`src/hw/swk_defines.svh`:
```
/*
 Register offsets, field positions, reset values and timing figures of the
 selective wake frame configuration block.
 Assumes a 7-bit register address and 16-bit register data.
*/
// Summary of operation
// - The length code is four bits in bits 3:0; codes 0 to 7 mean that many bytes, and 0 also means cleared.
// - Length codes 8 to 15 all mean a payload of eight bytes.
// - A frame qualifies only if its length code equals the configured code in all four bits.
// - Each expected payload byte is eight bits with bit 0 the LSB and bit 7 the MSB.
// - Bytes pair into 16-bit registers, higher byte in 15:8, lower in 7:0, bytes 7 and 6 at the lowest address.
// - Bits 15:4 of the length register and bits 15:6 and 4 of the FD register read as zero.
// - Bit 0 of the FD register enables FD tolerant mode when one.
// - Bit 5 of the FD register suspends the error counter, but only while FD tolerant mode is on.
// - The suspend bit is cleared by the device when the bus silence timeout expires; a write to the FD register in the same cycle wins.
// - Bits 3:1 of the FD register select the dominant filter time from 50 ns to 775 ns.
// - The receiver select bit picks the low-power receiver at zero and the standard one at one.
`ifndef WAKE_FRAME_DEFINES_SVH
`define WAKE_FRAME_DEFINES_SVH

// ----------------------------------------
// Register offsets
// ----------------------------------------
`define ADDR_LENGTH_CODE 7'h36
`define ADDR_BYTES_7_6 7'h37
`define ADDR_BYTES_5_4 7'h38
`define ADDR_BYTES_3_2 7'h39
`define ADDR_BYTES_1_0 7'h3a
`define ADDR_FD_CONFIG 7'h3b
`define ADDR_RX_SELECT 7'h3c

// ----------------------------------------
// Field positions
// ----------------------------------------
`define FD_ENABLE_BIT 0
`define DOMINANT_FILTER_LSB 1
`define DOMINANT_FILTER_MSB 3
`define FD_SUSPEND_BIT 5
`define RX_SELECT_BIT 14
`define FULL_PAYLOAD_BYTES 4'h8

// ----------------------------------------
// Reset values
// ----------------------------------------
`define RESET_WORD 16'h0000

// ----------------------------------------
// Timing
// ----------------------------------------
`define CLOCK_MHZ 10
`define FILT_50_NS 50
`define FILT_100_NS 100
`define FILT_150_NS 150
`define FILT_200_NS 200
`define FILT_250_NS 250
`define FILT_300_NS 300
`define FILT_775_NS 775

`endif

```
`src/hw/swk_pkg.sv`:
```
/*
 Types of the selective wake frame configuration block.
 Assumes nothing of its surroundings.
*/
package wake_frame_pkg;

	typedef enum logic [2:0] {
		FILT_50 = 3'b000,
		FILT_100 = 3'b001,
		FILT_150 = 3'b010,
		FILT_200 = 3'b011,
		FILT_250 = 3'b100,
		FILT_300 = 3'b101,
		FILT_RSVD = 3'b110,
		FILT_775 = 3'b111
	} filter_sel_t;

endpackage

```
`src/hw/payload_byte_compare.sv`:
```
/*
 One payload byte comparison slot.
 Assumes the payload length is already reduced to 0..8.
*/
`timescale 1ns/100ps
module payload_byte_compare #(
	parameter logic [3:0] INDEX = 4'h0
) (
	// Bytes
	input wire logic [7:0] expected_in,
	input wire logic [7:0] received_in,
	// Length
	input wire logic [3:0] length_in,
	// Result
	output logic ok_out
);
	wire in_use = INDEX < length_in;

	assign ok_out = !in_use || (expected_in == received_in);
endmodule

```
`src/hw/selective_wake_frame_config.sv`:
```
/*
 Selective wake frame configuration: length code, expected payload,
 FD tolerant settings and receiver selection, with frame qualification.
 Assumes register accesses and received frame fields come from decoded
 logic on mclk_in, so no synchronisers are needed.
*/
`timescale 1ns/100ps
`include "swk_defines.svh"
module selective_wake_frame_config (
	// Clock and reset
	input wire logic mclk_in,
	input wire logic nrst_in,
	// Register access
	input wire logic reg_wr_in,
	input wire logic reg_rd_in,
	input wire logic [6:0] reg_addr_in,
	input wire logic [15:0] reg_wdata_in,
	output logic [15:0] reg_rdata_out,
	output logic reg_rvalid_out,
	// Received frame
	input wire logic rx_frame_valid_in,
	input wire logic [3:0] rx_length_code_in,
	input wire logic [63:0] rx_payload_in,
	input wire logic silence_timeout_in,
	// Frame result
	output logic match_valid_out,
	output logic length_match_out,
	output logic payload_match_out,
	output logic frame_match_out,
	// Configuration to the wake logic
	output logic [3:0] payload_length_out,
	output logic fd_tolerant_enable_out,
	output logic error_counter_suspend_out,
	output logic [2:0] dominant_filter_time_out,
	output logic [3:0] dominant_filter_cycles_out,
	output logic wake_receiver_select_out
);
	// ----------------------------------------
	// Filter times in clock cycles
	// ----------------------------------------
	localparam int C50 = (`FILT_50_NS * `CLOCK_MHZ + 999) / 1000;
	localparam int C100 = (`FILT_100_NS * `CLOCK_MHZ + 999) / 1000;
	localparam int C150 = (`FILT_150_NS * `CLOCK_MHZ + 999) / 1000;
	localparam int C200 = (`FILT_200_NS * `CLOCK_MHZ + 999) / 1000;
	localparam int C250 = (`FILT_250_NS * `CLOCK_MHZ + 999) / 1000;
	localparam int C300 = (`FILT_300_NS * `CLOCK_MHZ + 999) / 1000;
	localparam int C775 = (`FILT_775_NS * `CLOCK_MHZ + 999) / 1000;

	// ----------------------------------------
	// Registers
	// ----------------------------------------
	logic [3:0] length_code_r;
	logic [15:0] bytes_7_6_r;
	logic [15:0] bytes_5_4_r;
	logic [15:0] bytes_3_2_r;
	logic [15:0] bytes_1_0_r;
	logic fd_enable_r;
	wake_frame_pkg::filter_sel_t filter_r;
	logic suspend_r;
	logic suspend_nxt;
	logic rx_select_r;
	logic [15:0] rdata_r;
	logic rvalid_r;
	logic match_valid_r;
	logic length_match_r;
	logic payload_match_r;
	logic [3:0] filter_cycles_r;

	// ----------------------------------------
	// Decode
	// ----------------------------------------
	wire sel_length = reg_addr_in == `ADDR_LENGTH_CODE;
	wire sel_b76 = reg_addr_in == `ADDR_BYTES_7_6;
	wire sel_b54 = reg_addr_in == `ADDR_BYTES_5_4;
	wire sel_b32 = reg_addr_in == `ADDR_BYTES_3_2;
	wire sel_b10 = reg_addr_in == `ADDR_BYTES_1_0;
	wire sel_fd = reg_addr_in == `ADDR_FD_CONFIG;
	wire sel_rxs = reg_addr_in == `ADDR_RX_SELECT;
	wire wr_fd = reg_wr_in && sel_fd;

	wire [15:0] fd_word = {10'h000, suspend_r, 1'b0, filter_r, fd_enable_r};
	wire [15:0] length_word = {12'h000, length_code_r};
	wire [15:0] rxs_word = {1'b0, rx_select_r, 14'h0000};
	wire [15:0] read_word = sel_length ? length_word :
		sel_b76 ? bytes_7_6_r :
		sel_b54 ? bytes_5_4_r :
		sel_b32 ? bytes_3_2_r :
		sel_b10 ? bytes_1_0_r :
		sel_fd ? fd_word :
		sel_rxs ? rxs_word : `RESET_WORD;

	// Software write wins over the timeout clear in the same cycle
	assign suspend_nxt = wr_fd ? reg_wdata_in[`FD_SUSPEND_BIT] :
		silence_timeout_in ? 1'b0 : suspend_r;

	// ----------------------------------------
	// Payload length and comparison
	// ----------------------------------------
	wire [3:0] payload_length = length_code_r[3] ? `FULL_PAYLOAD_BYTES : length_code_r;
	wire [63:0] expected_payload = {bytes_7_6_r, bytes_5_4_r, bytes_3_2_r, bytes_1_0_r};
	wire [7:0] byte_ok;

	genvar gi;
	generate
		for (gi = 0; gi < 8; gi++) begin : g_cmp
			payload_byte_compare #(
				.INDEX(4'(gi))
			) u_cmp (
				.expected_in(expected_payload[8*gi +: 8]),
				.received_in(rx_payload_in[8*gi +: 8]),
				.length_in(payload_length),
				.ok_out(byte_ok[gi])
			);
		end
	endgenerate

	// ----------------------------------------
	// Register file
	// ----------------------------------------
	always_ff @(posedge mclk_in) begin
		if (!nrst_in) begin
			length_code_r <= 4'h0;
			bytes_7_6_r <= `RESET_WORD;
			bytes_5_4_r <= `RESET_WORD;
			bytes_3_2_r <= `RESET_WORD;
			bytes_1_0_r <= `RESET_WORD;
			fd_enable_r <= 1'b0;
			filter_r <= wake_frame_pkg::FILT_50;
			suspend_r <= 1'b0;
			rx_select_r <= 1'b0;
		end else begin
			if (reg_wr_in && sel_length) begin
				length_code_r <= reg_wdata_in[3:0];
			end
			if (reg_wr_in && sel_b76) begin
				bytes_7_6_r <= reg_wdata_in;
			end
			if (reg_wr_in && sel_b54) begin
				bytes_5_4_r <= reg_wdata_in;
			end
			if (reg_wr_in && sel_b32) begin
				bytes_3_2_r <= reg_wdata_in;
			end
			if (reg_wr_in && sel_b10) begin
				bytes_1_0_r <= reg_wdata_in;
			end
			if (wr_fd) begin
				fd_enable_r <= reg_wdata_in[`FD_ENABLE_BIT];
				filter_r <= wake_frame_pkg::filter_sel_t'(reg_wdata_in[`DOMINANT_FILTER_MSB:`DOMINANT_FILTER_LSB]);
			end
			suspend_r <= suspend_nxt;
			if (reg_wr_in && sel_rxs) begin
				rx_select_r <= reg_wdata_in[`RX_SELECT_BIT];
			end
		end
	end

	// ----------------------------------------
	// Read port and frame result
	// ----------------------------------------
	always_ff @(posedge mclk_in) begin
		if (!nrst_in) begin
			rdata_r <= `RESET_WORD;
			rvalid_r <= 1'b0;
			match_valid_r <= 1'b0;
			length_match_r <= 1'b0;
			payload_match_r <= 1'b0;
		end else begin
			rvalid_r <= reg_rd_in;
			if (reg_rd_in) begin
				rdata_r <= read_word;
			end
			match_valid_r <= rx_frame_valid_in;
			if (rx_frame_valid_in) begin
				length_match_r <= rx_length_code_in == length_code_r;
				payload_match_r <= &byte_ok;
			end
		end
	end

	// ----------------------------------------
	// Filter time to cycles
	// ----------------------------------------
	always_ff @(posedge mclk_in) begin
		if (!nrst_in) begin
			filter_cycles_r <= 4'(C50);
		end else begin
			case (filter_r)
				wake_frame_pkg::FILT_50: filter_cycles_r <= 4'(C50);
				wake_frame_pkg::FILT_100: filter_cycles_r <= 4'(C100);
				wake_frame_pkg::FILT_150: filter_cycles_r <= 4'(C150);
				wake_frame_pkg::FILT_200: filter_cycles_r <= 4'(C200);
				wake_frame_pkg::FILT_250: filter_cycles_r <= 4'(C250);
				wake_frame_pkg::FILT_300: filter_cycles_r <= 4'(C300);
				default: filter_cycles_r <= 4'(C775);
			endcase
		end
	end

	// ----------------------------------------
	// Outputs
	// ----------------------------------------
	assign reg_rdata_out = rdata_r;
	assign reg_rvalid_out = rvalid_r;
	assign match_valid_out = match_valid_r;
	assign length_match_out = length_match_r;
	assign payload_match_out = payload_match_r;
	assign frame_match_out = length_match_r && payload_match_r;
	assign payload_length_out = payload_length;
	assign fd_tolerant_enable_out = fd_enable_r;
	assign error_counter_suspend_out = suspend_r && fd_enable_r;
	assign dominant_filter_time_out = filter_r;
	assign dominant_filter_cycles_out = filter_cycles_r;
	assign wake_receiver_select_out = rx_select_r;
endmodule

```
`config.mk`:
```
export PLATFORM = sky130hd
export DESIGN_NAME = selective_wake_frame_config
export DESIGN_NICKNAME = d
export VERILOG_FILES = /design/src/hw/swk_pkg.sv /design/src/hw/payload_byte_compare.sv /design/src/hw/selective_wake_frame_config.sv
export VERILOG_INCLUDE_DIRS = /design/src /design/src/hw
export SDC_FILE = /design/constraint.sdc
export NUM_CORES = 1
export LEC_CHECK = 0
export BUFFER_PORTS_ARGS = -buffer_cell sky130_fd_sc_hd__buf_4
export CORE_MARGIN = 2
export CORE_UTILIZATION = 55
export DETAILED_ROUTE_END_ITERATION = 10
export PLACE_DENSITY = 0.94
export SYNTH_ARGS = -nofsm -noshare
export SYNTH_HDL_FRONTEND = slang
export SYNTH_HIERARCHICAL = 1
export SYNTH_SLANG_ARGS = --single-unit
```
`constraint.sdc`:
```
create_clock -name mclk_in -period 2.9 [get_ports mclk_in]
set_input_delay 0.435 -clock mclk_in [delete_from_list [all_inputs] [get_ports mclk_in]]
set_output_delay 0.435 -clock mclk_in [all_outputs]
set_load 0.02 [all_outputs]
```
# Yosys cells after proc, flatten, opt, wreduce, memory -nomap -nowiden

Cells that the tools add are included.

Register bits: 98
Output and inout port bits: 35
Logic and storage cells: 86

Mux-type cells: 11
Reductions and logical operators: 31
$lt $le $gt $ge: 8
Eq/ne operators: 21

Operators with widths:

| cell               | count |
|---|---|
| $mux 16            | 5 |
| $eq 8x8->1         | 8 |
| $eq 7x6->1 const B | 7 |
| $mux 15            | 2 |
| $lt 3x4->1 const A | 4 |
| $pmux 4 s3         | 1 |
| $logic_and 1x1->1  | 9 |
| $logic_not 1->1    | 8 |
| $logic_or 1x1->1   | 8 |
| $lt 1x4->1 const A | 2 |
| $lt 2x4->1 const A | 2 |
| $reduce_and 8->1   | 1 |
| $eq 3x2->1 const B | 2 |
| $eq 3x3->1 const B | 2 |
| $reduce_or 2->1    | 3 |
| $eq 4x4->1         | 1 |
| $mux 4             | 1 |
| $eq 3x1->1 const B | 1 |
| $logic_not 3->1    | 1 |
| $mux 1             | 2 |
| $reduce_bool 2->1  | 1 |

# Longest topological paths before layout

Gate-level depths: netlist of the first run.

Depth in word-level cells: 8
Depth in mapped cells: 7
Depth with buffers taken out: 7

# Modules after synthesis

The synthesis of the first run kept the hierarchy.

Modules (own cells, without submodules):

| module                                    | seq. area each (µm²) | times used | area an instance (µm²) | cells each |
|---|---|---|---|---|
| selective_wake_frame_config               | 1941.9               | 1          | 4321.6                 | 432 |
| payload_byte_compare (g_cmp[0].u_cmp ...) | 0.0                  | 3          | 95.1                   | 12 |
| payload_byte_compare (g_cmp[2].u_cmp ...) | 0.0                  | 2          | 96.3                   | 12 |
| payload_byte_compare (g_cmp[3].u_cmp)     | 0.0                  | 1          | 95.1                   | 11 |
| payload_byte_compare (g_cmp[1].u_cmp)     | 0.0                  | 1          | 91.3                   | 11 |
| payload_byte_compare (g_cmp[7].u_cmp)     | 0.0                  | 1          | 87.6                   | 11 |

# Worst setup path before layout of the first run

OpenSTA, ideal clock, no wires.

Path kind: reg2reg
Start point: register length_code_r[3]
End point: register payload_match_r (netlist: payload_match_out)
Arrival time: 1.763 ns
Buffers on the path: 0
Required time: 2.835 ns
Cell stages (with the launch flop): 8
Clock period less this slack: 1.829 ns
Slack: 1.071 ns
Library setup time: 0.065 ns
Path through: dfxtp_1 > nor2b_1 > or4_1 > o21ai_0 > nand4_1 > nor3_1 > a21oi_1 > nor2b_1

Cells in the longest elaborated chain, start to end: 5
Elaborated cells between the ends (all ways): 26

Ends and longest elaborated chain:

| item                            | RTL line                           | text |
|---|---|---|
| start: declaration              | selective_wake_frame_config.sv:52  | `logic [3:0] length_code_r;` |
| start signal: assignment        | selective_wake_frame_config.sv:133 | `length_code_r <= reg_wdata_in[3:0];` |
| $mux 4                          | selective_wake_frame_config.sv:99  | `` wire [3:0] payload_length = length_code_r[3] ? `FULL_PAYLOAD_BYTES : length_code_r; `` |
| named net payload_length_out[2] | selective_wake_frame_config.sv:31  | `output logic [3:0] payload_length_out,` |
| $lt 1x4->1                      | payload_byte_compare.sv:17         | `wire in_use = INDEX < length_in;` |
| $logic_not 1->1                 | payload_byte_compare.sv:19         | `assign ok_out = !in_use \|\| (expected_in == received_in);` |
| $logic_or 1x1->1                | payload_byte_compare.sv:19         |  |
| named net byte_ok[0]            | selective_wake_frame_config.sv:101 | `wire [7:0] byte_ok;` |
| $reduce_and 8->1                | selective_wake_frame_config.sv:176 | `payload_match_r <= &byte_ok;` |
| end signal: assignment          | selective_wake_frame_config.sv:176 |  |
| end: declaration                | selective_wake_frame_config.sv:66  | `logic payload_match_r;` |

The timed path passes the listed nets, and every way through them passes these cells.
A chain may end at the register's enable or synchronous reset.

# Final worst setup path of the first run

Start point: register length_code_r[3]
End point: register payload_match_r (netlist: payload_match_out)

Cells in the longest elaborated chain, start to end: 5
Elaborated cells between the ends (all ways): 26

Ends and longest elaborated chain:

| item                 | RTL line |
|---|---|
| $mux 4               | selective_wake_frame_config.sv:99 |
| $lt 1x4->1           | payload_byte_compare.sv:17 |
| $logic_not 1->1      | payload_byte_compare.sv:19 |
| $logic_or 1x1->1     | payload_byte_compare.sv:19 |
| named net byte_ok[0] | selective_wake_frame_config.sv:101 |
| $reduce_and 8->1     | selective_wake_frame_config.sv:176 |

The timed path passes the listed nets, and every way through them passes these cells.

==> impl_results.md, run 1 <==
* Status: finished, final reports clean
* Initial antenna violation count at 0
* Die width at 100 µm
* GRT Total Usage at 29.1%
* Top-area cell type share of the netlist area at 38.3%
* Type of origin of the critical path: register
* R2R setup slack at 480 ps
* Finished Core Util at 68.4%
* Clock Latency Late Sink at 370 ps
* CTS H-tree depth at 3
* Sequential share of the synthesized area at 38.3%
* Ys flop type: dfxtp_1
* Syn Area/Cell at 9.66 µm²
* Distinct cells, synth at 56
* Fin cells at 750
* DRC viols at 0
* Final ANT Viol Nets at 0
* Synth top cells by count: dfxtp_1 (97), xnor2_1 (58), mux2i_1 (48)
* Worst slew margin at 46.5%
* Hold Crit Endpoint: match_valid_out$_SDFF_PN0_
* Min-Delay Path Depth at 2
* Iter 0 DRT Violations at 384
* Static leakage at 0.00270 µW
* Crit-path max FO at 15
* Total Power at 2570 µW
* Reg2reg end: payload_match_out$_SDFFE_PN0P_
* Die Y at 100 µm
* Largest net degree at the start of global routing at 71
* FFs w/ async S/R, synth at 0%
* Area grow syn2layout at 22.8%
* PD cells at 412 mW/mm²
* WL/cell at 19.4 µm
* GPL Wtd Cong at 0.911
* Setup WS pre-CTS at 561 ps
* Number of synthesized flops with an enable pin at 0
* Slew Limit Fails at 0
* Layout cell share with drive strength beyond 1 at 29.1%
* Setup Buffers After CTS at 0
* Post-Synthesis Cell Area at 0.00507 mm²
* Vias after detailed routing at 4566
* Synth Net Count at 625
* Path type of the worst setup path: reg2reg
* #FFs+latches synth at 97
* Worst setup margin at 485 ps
* Yosys Warn Count at 6
* Hold Crit Class: in2reg
* PostCTS Resize Cnt at 0
* Gr ovfl total at 0
* Syn Inst Count at 525
* HPWL after DPL at 11000 µm
* Worst EP arrival at 2720 ps
* DP Cell Count at 734
* Core Area at 0.00911 mm²
* Synth area leaders: dfxtp_1 (38%), xnor2_1 (10%), mux2i_1 (9.5%), nor2b_1 (5.8%), a31o_2 (4.0%)
* Worst r2r src: length_code_r[3]$_SDFFE_PN0P_
* Clock root cell: clkbuf_8
* Peak supply drop at 0.221 mV
* Die ar. at 0.0100 mm²
* Setup TNS Final at 0 ps
* Final Setup Violations at 0
* WP data required at 3200 ps
* Cell with the most instances after synthesis: dfxtp_1
* Initial core utilization at 55.7%
* Max Cap Viol at 0
* DRT Wirelength at 14600 µm
* # nets final at 734
* Fillers at 695
* Layout Skew at 10.5 ps
* Hold_sp: rx_frame_valid_in
* Row cnt at 35
* Fmax at 0.414 GHz
* Port Buffers at 130
* Number of CTS-inserted buffers at 9
* Antenna cells at 0
* Vias per inst at 6.09
* Unrepaired setup endpoints after global routing: false
* Vias in the first global route at 4425
* R2r worst-path depth at 7
* Final count of hold timing violations at 0
* Reg clk slew, reported paths at 90 ps
* Largest area contributor in the netlist: dfxtp_1
* Final period util at 83.3%
* Worst-Margin Slew at 800 ps
* CTS tree: done
* Global-route wire length before repair at 22800 µm
* Clock sink count at 97
* Critical path endpoint category: register
* Cts-stage hold buffer count at 0
* Initial DRT Pass Iterations at 5
* Io pins at 132
* Final min period at 2420 ps
* Clock buffer depth at 2
[per-stage QoR]
stage,cell area (µm²),hold WS [ps]
floorplan,5070,473
global placement,6030,477
detailed placement,6030,480
CTS,6230,308
global route,6230,303
finish,6230,308
[per-layer routing]
layer	GRT usage (%)	share of wire, %	vias to the layer above
li1	-	-	2093
met1	38.6	40	2140
met2	47.3	48	277
met3	4.67	8.4	56
met4	12.5	3.7	0
met5	0	0	-
[kinds of logic after synthesis]
family                     synth area share, %
muxes                                     12.3
and+or+nand+nor                           19.7
DFF                                       38.3
other                                   0.0739
buffers and inverters                     4.12
adders and majority gates                0.740
AOI/OAI and AO/OA                         13.1
xor gates and xnor gates                  11.7
[registers in the layout (all words and copies together), names as in the netlist, 3 cells and up]
signal,flops
bytes_1_0_r,16
bytes_3_2_r,16
bytes_5_4_r,16
bytes_7_6_r,16
dominant_filter_cycles_out,3
dominant_filter_time_out,3
length_code_r,4
reg_rdata_out,16
[layout make-up]
type / instances / area (µm²) / share of cell area (%)
Multi-Input combinational cell: 387 / 2920 / 46.9
Sequential cell: 97 / 1940 / 31.2
Timing Repair Buffer: 135 / 1010 / 16.3
Tap cell: 111 / 139 / 2.23
Clock buffer: 10 / 128 / 2.05
Clock inverter: 6 / 72.6 / 1.16
Inverter: 4 / 15.0 / 0.241
[how the worst max path moves through the flow]
stage / from / endpoint / cells past startpoint
6_report: length_code_r[3]$_SDFFE_PN0P_ / payload_match_out$_SDFFE_PN0P_ / 7
5_1_grt: length_code_r[3]$_SDFFE_PN0P_ / payload_match_out$_SDFFE_PN0P_ / 7
4_1_cts: length_code_r[3]$_SDFFE_PN0P_ / payload_match_out$_SDFFE_PN0P_ / 7
3_5_place_dp: length_code_r[3]$_SDFFE_PN0P_ / payload_match_out$_SDFFE_PN0P_ / 7
3_3_place_gp: length_code_r[3]$_SDFFE_PN0P_ / payload_match_out$_SDFFE_PN0P_ / 7
2_1_floorplan: length_code_r[3]$_SDFFE_PN0P_ / payload_match_out$_SDFFE_PN0P_ / 7
[report_power, final]
part	switching, µW	internal (µW)
clock network	502	412
registers	5.29	1340
logic	147	161
[placed cells by master (no fill, tap or decap), types with 6 or more instances in the layout]
cell         n
nand4_1     17
clkbuf_8     9
xnor2_1     58
a21oi_1      6
mux2i_1     48
nand2_1     21
o21ai_0     18
nor2_1      37
xor2_1      10
dfxtp_1     97
a31o_2      23
nor2b_1     47
a221o_1     11
buf_4      135
a2bb2oi_1   10
nand3_1     20
and2_1       7
[critical path, cell delays in order (launching register included)]
cell	delay, ps
dfxtp_1	750
nor2b_1	360
or4_1	580
o21ai_0	130
nand4_1	180
nor3_1	190
a21oi_1	60
nor2b_1	100
No activity file was read; power rests on OpenSTA's default activity.
==> run 2: changes to the inputs <==
- CORE_UTILIZATION: 55 -> 48
- PLACE_DENSITY: 0.94 -> 0.87
- clock period: 2.9 -> 2.1 ns (I/O delays scaled with it)
==> impl_results.md, run 2 (synthesis gave the netlist of run 1 again) <==
* Core Area at 0.0103 mm² (+13%)
* Fmax at 0.551 GHz (+33%)
* Final count of hold timing violations at 0 (unchanged)
* WL/cell at 18.9 µm (-2.6%)
* DRT Wirelength at 14700 µm (+1.2%)
* CP max stage delay at 540 ps (-210 ps)
* Reg clk slew, reported paths at 100 ps (about the same)
* Initial core utilization at 49.4% (-6.3 points)
* Vias after detailed routing at 4514 (-1.1%)
* Worst EP arrival at 2140 ps (-580 ps)
* CP max stage cell: or4_1
* CP cell instances: buf_4 -> or4_1 -> o21ai_0 -> nand4_1 -> nor3_1 -> a21oi_1 -> nor2b_1
* Slew Limit Fails at 0 (unchanged)
* Number of CTS-inserted buffers at 9 (unchanged)
* Worst slew margin at 30.4% (-16 points)
* Die Y at 107 µm (+6.8%)
* Final min period at 1820 ps (-599 ps)
* Layout cell share with drive strength beyond 1 at 29.7% (+0.60 points)
* Worst-Margin Slew at 1040 ps (+240 ps)
* Gr ovfl total at 0 (unchanged)
* PostCTS Resize Cnt at 0 (unchanged)
* Largest net degree at the start of global routing at 103 (+45%)
* Initial antenna violation count at 0 (unchanged)
* Iter 0 DRT Violations at 393 (+2.3%)
* Clock Latency Late Sink at 380 ps (about the same)
* Fin cells at 779 (+3.9%)
* Setup Buffers After CTS at 0 (unchanged)
* Crit-path max FO at 6 (-9)
* Critical path endpoint category: register
* Final period util at 86.5% (+3.2 points)
* Clock buffer depth at 2 (unchanged)
* Vias per inst at 5.79 (-4.8%)
* Final Setup Violations at 0 (unchanged)
* Peak supply drop at 0.285 mV (+29%)
* Die ar. at 0.0114 mm² (+14%)
* Path type of the worst setup path: reg2reg
* DP Cell Count at 763 (+4.0%)
* Cts-stage hold buffer count at 0 (unchanged)
* Io pins at 132 (unchanged)
* # nets final at 738 (+0.54%)
* Vias in the first global route at 4341 (-1.9%)
* Die width at 107 µm (+6.8%)
* Most frequent cells in the layout: buf_4 (138), dfxtp_1 (97), xnor2_1 (58)
* WP data required at 2420 ps (-780 ps)
* HPWL after DPL at 11100 µm (+0.73%)
* Leading cell type in the layout, fill and taps excluded: buf_4
* GPL Wtd Cong at 0.915 (+0.48%)
* Placed Instance Area at 0.00611 mm² (+1.2%)
* Status: finished, final reports clean
* Setup TNS Final at 0 ps (unchanged)
* Final ANT Viol Nets at 0 (unchanged)
* PD cells at 566 mW/mm² (+38%)
* Area grow syn2layout at 24.4%
* Layout Skew at 7.13 ps (-3.41 ps)
* Hold Slack at 165 ps (-143 ps)
* Initial DRT Pass Iterations at 4 (-1)
* Max Cap Viol at 0 (unchanged)
* CTS tree: done
* Clock root cell: clkbuf_8
* Static leakage at 0.00274 µW (+1.3%)
* Fillers at 885 (+27%)
* Type of origin of the critical path: register
* Unrepaired setup endpoints after global routing: false
* CTS H-tree depth at 3 (unchanged)
* DRC viols at 0 (unchanged)
* Hold Crit Class: in2reg
* Antenna cells at 0 (unchanged)
* Design area at 0.00631 mm² (+1.2%)
* Port Buffers at 130 (unchanged)
* Clock sink count at 97 (unchanged)
* GRT Total Usage at 26.0% (-3.1 points)
* Global-route wire length before repair at 22800 µm (+0.25%)
* Row cnt at 37 (+5.7%)
[run 2: cell types whose count changed in the layout (fill, tap and decap cells not counted), moves of 2 or more]
cell      previous run  this run
clkinv_2             0         2
clkinv_4             0         2
buf_4              135       138
inv_6                4         1
[run 2: per-layer routing]
layer | vias to the layer above | wire [µm] | global-route usage (%)
met3 | 30 | 998 | 4.07
met1 | 2177 | 6410 | 35.4
li1 | 2097 | - | -
met5 | - | 0 | 0
met2 | 210 | 6990 | 41.6
met4 | 0 | 330 | 10.2
[run 2: final timing paths]
| kind | start | end | slack (ps) | cells after the start |
|---|---|---|---|---|
| worst min-delay path | rx_frame_valid_in | match_valid_out$_SDFF_PN0_ | 160 | 2 |
| worst max-delay path | length_code_r[3]$_SDFFE_PN0P_ | payload_match_out$_SDFFE_PN0P_ | 280 | 7 |
| worst max register to register | length_code_r[3]$_SDFFE_PN0P_ | payload_match_out$_SDFFE_PN0P_ | 280 | 7 |
| worst min register to register | reg_rdata_out[8]$_SDFFE_PN0P_ | reg_rdata_out[8]$_SDFFE_PN0P_ | 510 | 1 |
[run 2: area by class of cell]
cell class / count / area (µm²) / share of cell area, %
Timing Repair Buffer: 139 / 1060 / 16.7
Tap cell: 136 / 170 / 2.70
Sequential cell: 97 / 1940 / 30.8
Inverter: 4 / 15.0 / 0.238
Multi-Input combinational cell: 387 / 2920 / 46.3
Clock inverter: 6 / 66.3 / 1.05
Clock buffer: 10 / 138 / 2.18
[run 2: where the power goes]
| part | internal (µW) | switching (µW) |
|---|---|---|
| clock network | 588 | 696 |
| registers | 1850 | 7.37 |
| logic | 227 | 207 |
[run 2: critical path: cells and delay by family, from the launching register on]
family / cells / cell delay, ps
flops: 1 / 370
buf+inv: 1 / 180
simple gates: 4 / 1020
compound gates: 2 / 190
[run 2: metrics by stage]
step | power [µW] | utilization, % | worst slack, ps
final | 3570 | 61.4 | 284
after global routing | 3680 | 61.4 | 174
after CTS | 3560 | 61.4 | 328
after detailed placement | 2330 | 59.4 | 153
after global placement | 2320 | 59.4 | 216
after floorplan | 2100 | - | 271
